$ cat src/rtl/bpd_pkg.sv
// Package for the full-bridge direction, polarity and auto-shutdown block.
// Assumes an 8-bit register port and a period timer that runs in the same clock domain.
package bpd_pkg;

  // Register offsets on the plain register port
  localparam logic [2:0] ADDR_CTRL = 3'h0;
  localparam logic [2:0] ADDR_DELAY = 3'h1;
  localparam logic [2:0] ADDR_ASD = 3'h2;
  localparam logic [2:0] ADDR_STAT = 3'h3;
  localparam logic [2:0] ADDR_DRV = 3'h4;

  // Reset values
  localparam logic [7:0] CTRL_RST = 8'h00;
  localparam logic [7:0] DELAY_RST = 8'h00;
  localparam logic [7:0] ASD_RST = 8'h00;
  localparam logic [7:0] DRV_RST = 8'h00;

  // capture_pwm_control_reg fields
  localparam int CTRL_DIR_BIT = 7;
  localparam int CTRL_FULL_BIT = 6;
  localparam int CTRL_HALF_BIT = 5;
  localparam int CTRL_EN_BIT = 2;
  localparam int CTRL_POL_AC_BIT = 1;
  localparam int CTRL_POL_BD_BIT = 0;

  // pwm_delay_control_reg fields
  localparam int DLY_RESTART_BIT = 7;

  // auto_shutdown_control fields
  localparam int ASD_STAT_BIT = 7;
  localparam int ASD_SRC_LSB = 4;
  localparam int ASD_AC_LSB = 2;
  localparam int ASD_BD_LSB = 0;

  // Source select bits: each set bit adds one trigger
  localparam int SRC_CMP1_BIT = 0;
  localparam int SRC_CMP2_BIT = 1;
  localparam int SRC_PIN_BIT = 2;

  // Shutdown state codes per pin pair
  localparam logic [1:0] SS_DRIVE_LOW = 2'b00;
  localparam logic [1:0] SS_DRIVE_HIGH = 2'b01;
  localparam int SS_TRI_BIT = 1;

  // Status and driver register fields
  localparam int STAT_TPF_BIT = 0;
  localparam int STAT_DIR_BIT = 1;
  localparam int STAT_COND_BIT = 2;
  localparam int DRV_SYNC_BIT = 4;

  // Timer counts before period end at which a direction swap begins
  localparam int SWITCH_LEAD_CNT = 4;

  typedef enum logic [0:0] {
    BPD_DIR_STEADY = 1'b0,
    BPD_DIR_SWAP = 1'b1
  } bpd_dir_state_t;

endpackage : bpd_pkg

$ cat src/rtl/bpd_top.sv
// Full-bridge direction reversal, pair polarity, start-up flag and auto-shutdown.
// Assumes the period timer, its tick and the raw duty-compare PWM come from
// same-clock logic; comparator and interrupt pins are asynchronous.
//
// What this block does
// - Direction change applies from next PWM cycle
// - Four counts early: B/D off, A/C swap
// - Modulation resumes at following period start
// - Full-bridge inserts no dead-band delay
// - Direction write accepted anytime, deferred
// - Two-bit field sets pair polarities independently
// - Period flag set at second period
// - Three-bit select chooses shutdown trigger sources
// - Firmware writing one forces shutdown event
// - Status bit sticks until cleared
// - Shutdown forces outputs asynchronously
// - A/C field: low, high or tri-state
// - B/D field: low, high or tri-state
// - Shutdown holds while trigger level persists
// - Status writes ignored while condition present
// - Restart only at next period start
// - Auto restart clears status when condition ends
// - Comparator sync delays by auxiliary timer
// - Status bit 7, source bits 6-4
// - Forward: A on, D mod; reverse: C on, B mod
// - Auto restart enable at bit 7
//
// The plain strobed port and the register addresses are this design's own decisions.
`timescale 1ns/1ns
`default_nettype none

module bpd_top #(
  parameter int TMR_W = 8
) (
  input wire logic CLK_I,
  input wire logic RST_N_I,
  input wire logic CE_I,
  input wire logic [2:0] ADDR_I,
  input wire logic [7:0] WDATA_I,
  input wire logic WR_I,
  input wire logic RD_I,
  output logic [7:0] RDATA_O,
  input wire logic TMR_TICK_I,
  input wire logic [TMR_W-1:0] TMR_COUNT_I,
  input wire logic [TMR_W-1:0] TMR_PERIOD_I,
  input wire logic PWM_RAW_I,
  input wire logic AUX_SYNC_TICK_I,
  input wire logic CMP1_I,
  input wire logic CMP2_I,
  input wire logic INT_PIN_I,
  output logic BRIDGE_OUT_A_O,
  output logic BRIDGE_OUT_B_O,
  output logic BRIDGE_OUT_C_O,
  output logic BRIDGE_OUT_D_O,
  output logic BRIDGE_OE_N_A_O,
  output logic BRIDGE_OE_N_B_O,
  output logic BRIDGE_OE_N_C_O,
  output logic BRIDGE_OE_N_D_O,
  output logic SHUTDOWN_O
);

  localparam logic [TMR_W-1:0] LEAD_CNT = TMR_W'(bpd_pkg::SWITCH_LEAD_CNT);

  logic [7:0] ctrl_q;
  logic [7:0] dly_q;
  logic [6:0] asd_q;
  logic [7:0] drv_q;
  logic ase_q;
  logic ase_d;
  logic tpf_q;
  logic [7:0] rdata_q;
  logic [2:0] pin_s1_q;
  logic [2:0] pin_s2_q;
  logic [1:0] cmp_aux_q;
  logic seen_first_q;
  logic run_q;
  bpd_pkg::bpd_dir_state_t state_q;
  logic target_q;
  logic applied_q;
  logic [3:0] norm_q;
  logic [3:0] act_d;
  logic [3:0] out_w;
  logic [3:0] oe_n_w;

  logic wr_ctrl;
  logic wr_dly;
  logic wr_asd;
  logic wr_stat;
  logic wr_drv;
  logic pwm_en;
  logic full_mode;
  logic half_mode;
  logic dir_sel;
  logic sync_en;
  logic [2:0] src_sel;
  logic [1:0] cmp_sync_val;
  logic [1:0] cmp_async_val;
  logic cond_sync;
  logic cond_async;
  logic sd_now;
  logic period_start;
  logic lead_pt;
  logic dir_now;
  logic mod_ok;

  assign wr_ctrl = CE_I & WR_I & (ADDR_I == bpd_pkg::ADDR_CTRL);
  assign wr_dly = CE_I & WR_I & (ADDR_I == bpd_pkg::ADDR_DELAY);
  assign wr_asd = CE_I & WR_I & (ADDR_I == bpd_pkg::ADDR_ASD);
  assign wr_stat = CE_I & WR_I & (ADDR_I == bpd_pkg::ADDR_STAT);
  assign wr_drv = CE_I & WR_I & (ADDR_I == bpd_pkg::ADDR_DRV);

  assign pwm_en = ctrl_q[bpd_pkg::CTRL_EN_BIT];
  assign full_mode = ctrl_q[bpd_pkg::CTRL_FULL_BIT];
  assign half_mode = ~full_mode & ctrl_q[bpd_pkg::CTRL_HALF_BIT];
  assign dir_sel = ctrl_q[bpd_pkg::CTRL_DIR_BIT];
  assign sync_en = drv_q[bpd_pkg::DRV_SYNC_BIT];
  assign src_sel = asd_q[bpd_pkg::ASD_SRC_LSB +: 3];

  // Period boundary: the tick that takes the timer from PERIOD back to zero
  assign period_start = CE_I & TMR_TICK_I & (TMR_COUNT_I == TMR_PERIOD_I);
  // A period shorter than the lead count wraps this compare; keep PERIOD at four or more
  // Tick into count PERIOD-3, leaving four counts to the period end
  assign lead_pt = CE_I & TMR_TICK_I & (TMR_COUNT_I == TMR_PERIOD_I - LEAD_CNT);

  // Pin synchronisers, read by nothing but the next stage
  always_ff @(posedge CLK_I) begin
    if (!RST_N_I) begin
      pin_s1_q <= 3'h7;
      pin_s2_q <= 3'h7;
    end else if (CE_I) begin
      pin_s1_q <= {INT_PIN_I, CMP2_I, CMP1_I};
      pin_s2_q <= pin_s1_q;
    end
  end

  // Comparator levels sampled only on the auxiliary timer tick
  always_ff @(posedge CLK_I) begin
    if (!RST_N_I) begin
      cmp_aux_q <= 2'h3;
    end else if (CE_I && AUX_SYNC_TICK_I) begin
      cmp_aux_q <= pin_s2_q[1:0];
    end
  end

  assign cmp_sync_val = sync_en ? cmp_aux_q : pin_s2_q[1:0];
  // With comparator sync off the fast path uses the raw pins so that shutdown needs no clock edge
  assign cmp_async_val = sync_en ? cmp_aux_q : {CMP2_I, CMP1_I};

  // Raw pins bypass the synchronisers by intent; the status bit uses the synced copy
  // Each source bit adds a low-level trigger; 000 disables all
  assign cond_sync = (src_sel[bpd_pkg::SRC_CMP1_BIT] & ~cmp_sync_val[0])
                   | (src_sel[bpd_pkg::SRC_CMP2_BIT] & ~cmp_sync_val[1])
                   | (src_sel[bpd_pkg::SRC_PIN_BIT] & ~pin_s2_q[2]);
  assign cond_async = (src_sel[bpd_pkg::SRC_CMP1_BIT] & ~cmp_async_val[0])
                    | (src_sel[bpd_pkg::SRC_CMP2_BIT] & ~cmp_async_val[1])
                    | (src_sel[bpd_pkg::SRC_PIN_BIT] & ~INT_PIN_I);

  // Level sensitive: outputs stay forced while the trigger level lasts
  assign sd_now = ase_q | cond_async;

  always_ff @(posedge CLK_I) begin
    if (!RST_N_I) begin
      ctrl_q <= bpd_pkg::CTRL_RST;
    end else if (wr_ctrl) begin
      ctrl_q <= WDATA_I;
    end
  end

  always_ff @(posedge CLK_I) begin
    if (!RST_N_I) begin
      dly_q <= bpd_pkg::DELAY_RST;
    end else if (wr_dly) begin
      dly_q <= WDATA_I;
    end
  end

  always_ff @(posedge CLK_I) begin
    if (!RST_N_I) begin
      asd_q <= bpd_pkg::ASD_RST[6:0];
    end else if (wr_asd) begin
      asd_q <= WDATA_I[6:0];
    end
  end

  always_ff @(posedge CLK_I) begin
    if (!RST_N_I) begin
      drv_q <= bpd_pkg::DRV_RST;
    end else if (wr_drv) begin
      drv_q <= WDATA_I;
    end
  end

  // Event status: any set beats any clear in the same cycle
  // A write of zero is refused while the synced condition stands
  always_comb begin
    ase_d = ase_q;
    if (cond_sync || (wr_asd && WDATA_I[bpd_pkg::ASD_STAT_BIT])) begin
      ase_d = 1'b1;
    end else if (wr_asd && !cond_sync) begin
      ase_d = 1'b0;
    end else if (dly_q[bpd_pkg::DLY_RESTART_BIT] && !cond_sync) begin
      ase_d = 1'b0;
    end
  end

  always_ff @(posedge CLK_I) begin
    if (!RST_N_I) begin
      ase_q <= bpd_pkg::ASD_RST[bpd_pkg::ASD_STAT_BIT];
    end else if (CE_I) begin
      ase_q <= ase_d;
    end
  end

  // First period start after enabling opens the output, the second sets the flag
  always_ff @(posedge CLK_I) begin
    if (!RST_N_I) begin
      seen_first_q <= 1'b0;
    end else if (CE_I) begin
      if (!pwm_en) begin
        seen_first_q <= 1'b0;
      end else if (period_start) begin
        seen_first_q <= 1'b1;
      end
    end
  end

  always_ff @(posedge CLK_I) begin
    if (!RST_N_I) begin
      tpf_q <= 1'b0;
    end else if (CE_I) begin
      if (period_start && pwm_en && seen_first_q) begin
        tpf_q <= 1'b1;
      end else if (wr_stat && WDATA_I[bpd_pkg::STAT_TPF_BIT]) begin
        tpf_q <= 1'b0;
      end
    end
  end

  // Waveforms only ever start on a period boundary, so no runt pulse appears
  always_ff @(posedge CLK_I) begin
    if (!RST_N_I) begin
      run_q <= 1'b0;
    end else if (CE_I) begin
      if (!pwm_en || ase_q || cond_sync) begin
        run_q <= 1'b0;
      end else if (period_start) begin
        run_q <= 1'b1;
      end
    end
  end

  // Direction sequencer
  // A direction written after the lead point waits for the next period's lead point
  always_ff @(posedge CLK_I) begin
    if (!RST_N_I) begin
      state_q <= bpd_pkg::BPD_DIR_STEADY;
      target_q <= 1'b0;
      applied_q <= 1'b0;
    end else if (CE_I) begin
      case (state_q)
        bpd_pkg::BPD_DIR_STEADY: begin
          if (!full_mode) begin
            applied_q <= dir_sel;
          end else if (lead_pt && (dir_sel != applied_q)) begin
            state_q <= bpd_pkg::BPD_DIR_SWAP;
            target_q <= dir_sel;
          end
        end
        bpd_pkg::BPD_DIR_SWAP: begin
          if (period_start || !full_mode) begin
            state_q <= bpd_pkg::BPD_DIR_STEADY;
            applied_q <= target_q;
          end
        end
        default: begin
          state_q <= bpd_pkg::BPD_DIR_STEADY;
        end
      endcase
    end
  end

  assign dir_now = (state_q == bpd_pkg::BPD_DIR_SWAP) ? target_q : applied_q;
  assign mod_ok = run_q & (state_q == bpd_pkg::BPD_DIR_STEADY);

  // Active levels before polarity; full bridge has no dead-band stage
  always_comb begin
    act_d = 4'h0;
    if (full_mode) begin
      act_d[0] = run_q & ~dir_now;
      act_d[2] = run_q & dir_now;
      act_d[3] = mod_ok & ~dir_now & PWM_RAW_I;
      act_d[1] = mod_ok & dir_now & PWM_RAW_I;
    end else if (half_mode) begin
      act_d[0] = run_q & PWM_RAW_I;
      act_d[1] = run_q & ~PWM_RAW_I;
    end else begin
      act_d[0] = run_q & PWM_RAW_I;
    end
  end

  // Per pin: polarity, then the asynchronous shutdown override
  for (genvar i = 0; i < 4; i++) begin : g_pin
    localparam int SS_LSB = (i % 2 == 0) ? bpd_pkg::ASD_AC_LSB : bpd_pkg::ASD_BD_LSB;
    localparam int POL_BIT = (i % 2 == 0) ? bpd_pkg::CTRL_POL_AC_BIT
                                          : bpd_pkg::CTRL_POL_BD_BIT;
    logic [1:0] ss;
    logic drv_on;
    assign ss = asd_q[SS_LSB +: 2];
    assign drv_on = drv_q[i];

    // Registered so the pins cannot glitch; normal outputs trail the timer by one cycle
    always_ff @(posedge CLK_I) begin
      if (!RST_N_I) begin
        norm_q[i] <= 1'b0;
      end else if (CE_I) begin
        norm_q[i] <= act_d[i] ^ ctrl_q[POL_BIT];
      end
    end

    // Combinational on purpose: shutdown must not wait for a clock edge
    always_comb begin
      out_w[i] = norm_q[i];
      oe_n_w[i] = ~drv_on;
      if (sd_now && drv_on) begin
        if (ss[bpd_pkg::SS_TRI_BIT]) begin
          out_w[i] = 1'b0;
          oe_n_w[i] = 1'b1;
        end else begin
          out_w[i] = (ss == bpd_pkg::SS_DRIVE_HIGH);
          oe_n_w[i] = 1'b0;
        end
      end
    end
  end

  assign BRIDGE_OUT_A_O = out_w[0];
  assign BRIDGE_OUT_B_O = out_w[1];
  assign BRIDGE_OUT_C_O = out_w[2];
  assign BRIDGE_OUT_D_O = out_w[3];
  assign BRIDGE_OE_N_A_O = oe_n_w[0];
  assign BRIDGE_OE_N_B_O = oe_n_w[1];
  assign BRIDGE_OE_N_C_O = oe_n_w[2];
  assign BRIDGE_OE_N_D_O = oe_n_w[3];
  assign SHUTDOWN_O = sd_now;

  // Read data stand only in the cycle after the strobe
  always_ff @(posedge CLK_I) begin
    if (!RST_N_I) begin
      rdata_q <= 8'h00;
    end else if (CE_I) begin
      rdata_q <= 8'h00;
      if (RD_I) begin
        case (ADDR_I)
          bpd_pkg::ADDR_CTRL: rdata_q <= ctrl_q;
          bpd_pkg::ADDR_DELAY: rdata_q <= dly_q;
          bpd_pkg::ADDR_ASD: rdata_q <= {ase_q, asd_q};
          bpd_pkg::ADDR_STAT: begin
            rdata_q[bpd_pkg::STAT_TPF_BIT] <= tpf_q;
            rdata_q[bpd_pkg::STAT_DIR_BIT] <= applied_q;
            rdata_q[bpd_pkg::STAT_COND_BIT] <= cond_sync;
          end
          bpd_pkg::ADDR_DRV: rdata_q <= {3'h0, drv_q[4:0]};
          default: rdata_q <= 8'h00;
        endcase
      end
    end
  end

  assign RDATA_O = rdata_q;

endmodule // bpd_top

`default_nettype wire

$ cat config.mk
export PLATFORM = sky130hd
export DESIGN_NAME = bpd_top
export DESIGN_NICKNAME = d
export VERILOG_FILES = /design/src/rtl/bpd_pkg.sv /design/src/rtl/bpd_top.sv
export SDC_FILE = /design/constraint.sdc
export NUM_CORES = 1
export LEC_CHECK = 0
export BUFFER_PORTS_ARGS = -buffer_cell sky130_fd_sc_hd__buf_2
export CAP_MARGIN = 20
export CORE_MARGIN = 4
export CORE_UTILIZATION = 59
export DETAILED_ROUTE_END_ITERATION = 6
export GPL_ROUTABILITY_DRIVEN = 0
export PLACE_DENSITY = 0.85
export SLEW_MARGIN = 10
export SYNTH_ARGS = -nofsm -noshare
export SYNTH_HDL_FRONTEND = slang
export SYNTH_SLANG_ARGS = --single-unit
$ cat constraint.sdc
create_clock -name CLK_I -period 3 [get_ports CLK_I]
set_input_delay 0.3 -clock CLK_I [delete_from_list [all_inputs] [get_ports CLK_I]]
set_output_delay 0.3 -clock CLK_I [all_outputs]
set_load 0.005 [all_outputs]
==> metrics.txt <==
Ys Warns 0; row count 24; Routed WL 6570 um; fin nets 400; first-pass GRT wire length 10,900 um; Seq/Total Area, Yosys 0.394; worst stage delay on the critical path 0.46 ns; Max-slew headroom 0.589; Max Fclk 0.461 GHz; vias in the first global route 2,245; ys flop type dfxtp_1; number of synthesized flops with an enable pin 0; GRT overflow 0; Max Slew Vio Count 0; PortBufs 54; hold_ws 0.220 ns; hpwl dp 4910 um; largest net degree at the start of global routing 39; n_diodes 0; main combinational cell family by area after synthesis simple AND/OR/NAND/NOR gates; setup_tns 0 ns; fraction of synthesized cell area in xor and xnor cells 0.0559; Post-DP Area 0.00309 mm2; core area 0.00447 mm2; multi-input logic area 0.00160 mm2; WS Path Type reg2out; htree depth 2; worst-skew pair later-pin latency roughly 0.30 ns; Yosys cell types 51; Root Buffer clkbuf_8; Tot GR Track Use 0.225; Synth Area in Compound Gates 0.118; die footprint approximately 0.0059 mm2; io pins 55; CTS hold repair buffers 0; Post-Synth Simple-Gate Area 0.201; design area between 0.003 and 0.004 mm2; ys async rst share 0; hold violation total from the final report 0; placed insts 405; First DRT Iteration DRCs 184; startpoint types flip-flop; share of layout cells above drive strength 1 0.215; CP Capture Type primary output; Initial Utilization 0.625; commonest cells after routing, fill and taps aside dfxtp_1 (55), buf_2 (54), mux2i_1 (44); CP max FO 8; worst hold path type in2reg; TritonCTS clock tree yes; period utilisation layout 0.724; clk sinks between 50 and 60; Die Y 76.9 um; syn nets between 300 and 400; VDD IR-drop max 368 uV; CP cell instances a21boi_0 -> o21ai_0 -> nand3_1 -> nand2_1 -> mux2_2 -> buf_2; CP max stage cell dfxtp_1; initial antenna violation count 0; non-filler cells, final 414; Via Count between 2k and 2.5k; Cells after Synth ~310; required time worst endpoint roughly 2.7 ns; final count of negative-setup-slack endpoints 0; Via density 5.80; Clock Pin Slew Worst Setup and Hold Paths 0.09 ns; synthesis-to-layout area growth 14.4%; # fillers 340; CTS max path bufs 2; Leakage 0.00135 uW; power density over the cells 409 mW/mm2; Die Wd 76.9 um; RSZ-0062 raised after global routing no; Synth Register Bits 55; proportion of synthesized area in mux cells 0.190; DR pass1 iterations 5; # resized after CTS 0; Register Area 0.00110 mm2; syn avg cell area 8.94 um2; leading cell type in the layout, fill and taps excluded dfxtp_1; Post-CTS Setup Bufs 0; post-synthesis adder-cell area fraction 0.00447; CP Data Arrival Time 1.87 ns; Worst Clk Skew between 0.006 and 0.007 ns; CTS buffer count 5; MaxCap Viol Count 0; Detail Route Antenna Nets 0; worst slew pin tran ~0.61 ns; Mapped Area 0.00280 mm2; status finished, final reports clean; Avg WL per Cell about 16 um; DRC errors left 0; Tmin final 2.17 ns
[synthesized netlist by cell type (3+ instances only)]
master      n  area, um2
nor2_1     40        150
nand3_1     7       35.0
o21ai_0    10       50.1
xor2_1      7       61.3
nand4_1     3       18.8
o2bb2ai_1   3       26.3
a22oi_1     4       30.0
and2_1      3       18.8
nor3b_1     5       37.5
inv_1       9       33.8
nor2b_1     4       25.0
nand2_1    37        139
o22ai_1     3       18.8
mux2_2      6       67.6
a2bb2oi_1   3       26.3
buf_2       6       30.0
dfxtp_1    55       1100
clkbuf_1    7       26.3
mux2i_1    44        440
xnor2_1     9       78.8
a21oi_1    10       50.1
buf_1       4       15.0
[area by class of cell]
| type | instances | share of cell area |
|---|---|---|
| timing repair buffer | 58 | 0.100 |
| inverter | 9 | 0.0106 |
| multi-input combinational | 232 | 0.499 |
| tap | 52 | 0.0203 |
| clock inverter | 1 | 0.00156 |
| clock buffer | 7 | 0.0239 |
| sequential | 55 | 0.344 |
[routing by layer]
| metal | share of wire | vias to the layer above | wire [um] | track usage |
|---|---|---|---|---|
| li1 | - | 1187 | - | - |
| met1 | 0.47 | 1127 | 3120 | 0.321 |
| met2 | 0.46 | 83 | 3000 | 0.344 |
| met3 | 0.058 | 6 | 382 | 0.0468 |
| met4 | 0.011 | 0 | 71 | 0.0634 |
| met5 | 0 | - | 0 | 0 |
[final timing paths]
kind	start	endpoint	slack (ns)	cells past startpoint
hold reg to reg	RDATA_O[0]	RDATA_O[0]	0.47	2
setup reg to reg	drv_q[4]	RDATA_O[2]	1.31	5
setup / recovery	drv_q[4]	BRIDGE_OUT_A_O	0.83	6
hold / removal	CMP1_I	pin_s1_q[0]	0.22	3
[power by group]
part,internal (uW),switching [uW],total [uW]
clock,165,227,392
combinational,71.2,92.3,163
sequential,744,11.3,755
total,980,331,1310
[worst max-delay path, delay by kind of cell (launching register included)]
kind / cells / cell delay [ns]
DFF: 1 / 0.46
and+or+nand+nor: 2 / 0.39
buffers and inverters: 1 / 0.13
AOI/OAI and AO/OA: 2 / 0.26
muxes: 1 / 0.33
[metrics by stage]
stage / total power [uW] / util / setup WS (ns)
2_1_floorplan: 870 / - / 1.40
3_3_place_gp: 925 / 0.691 / 1.17
3_5_place_dp: 929 / 0.691 / 1.10
4_1_cts: 1310 / 0.709 / 0.848
5_1_grt: 1370 / 0.715 / 0.648
6_report: 1310 / 0.715 / 0.829
[flip-flops by register name, summed over array words and instances, names as in the netlist]
name,flops
cmp_aux_q,2
run_q,1
state_q,1
asd_q,7
ase_q,1
dly_q,8
RDATA_O,8
pin_s1_q,3
norm_q,4
ctrl_q,8
drv_q,5
applied_q,1
seen_first_q,1
target_q,1
tpf_q,1
pin_s2_q,3
[cell families (layout without fill, tap and decap cells)]
logic type,after synthesis,count (layout)
flip-flops,55,55
XOR/XNOR,17,17
AND/OR/NAND/NOR,115,115
AO/OA/AOI/OAI,48,48
multiplexers,51,51
buffers and inverters,26,75
adder cells (fa/ha/maj),1,1
No activity file was read; power rests on OpenSTA's default activity.
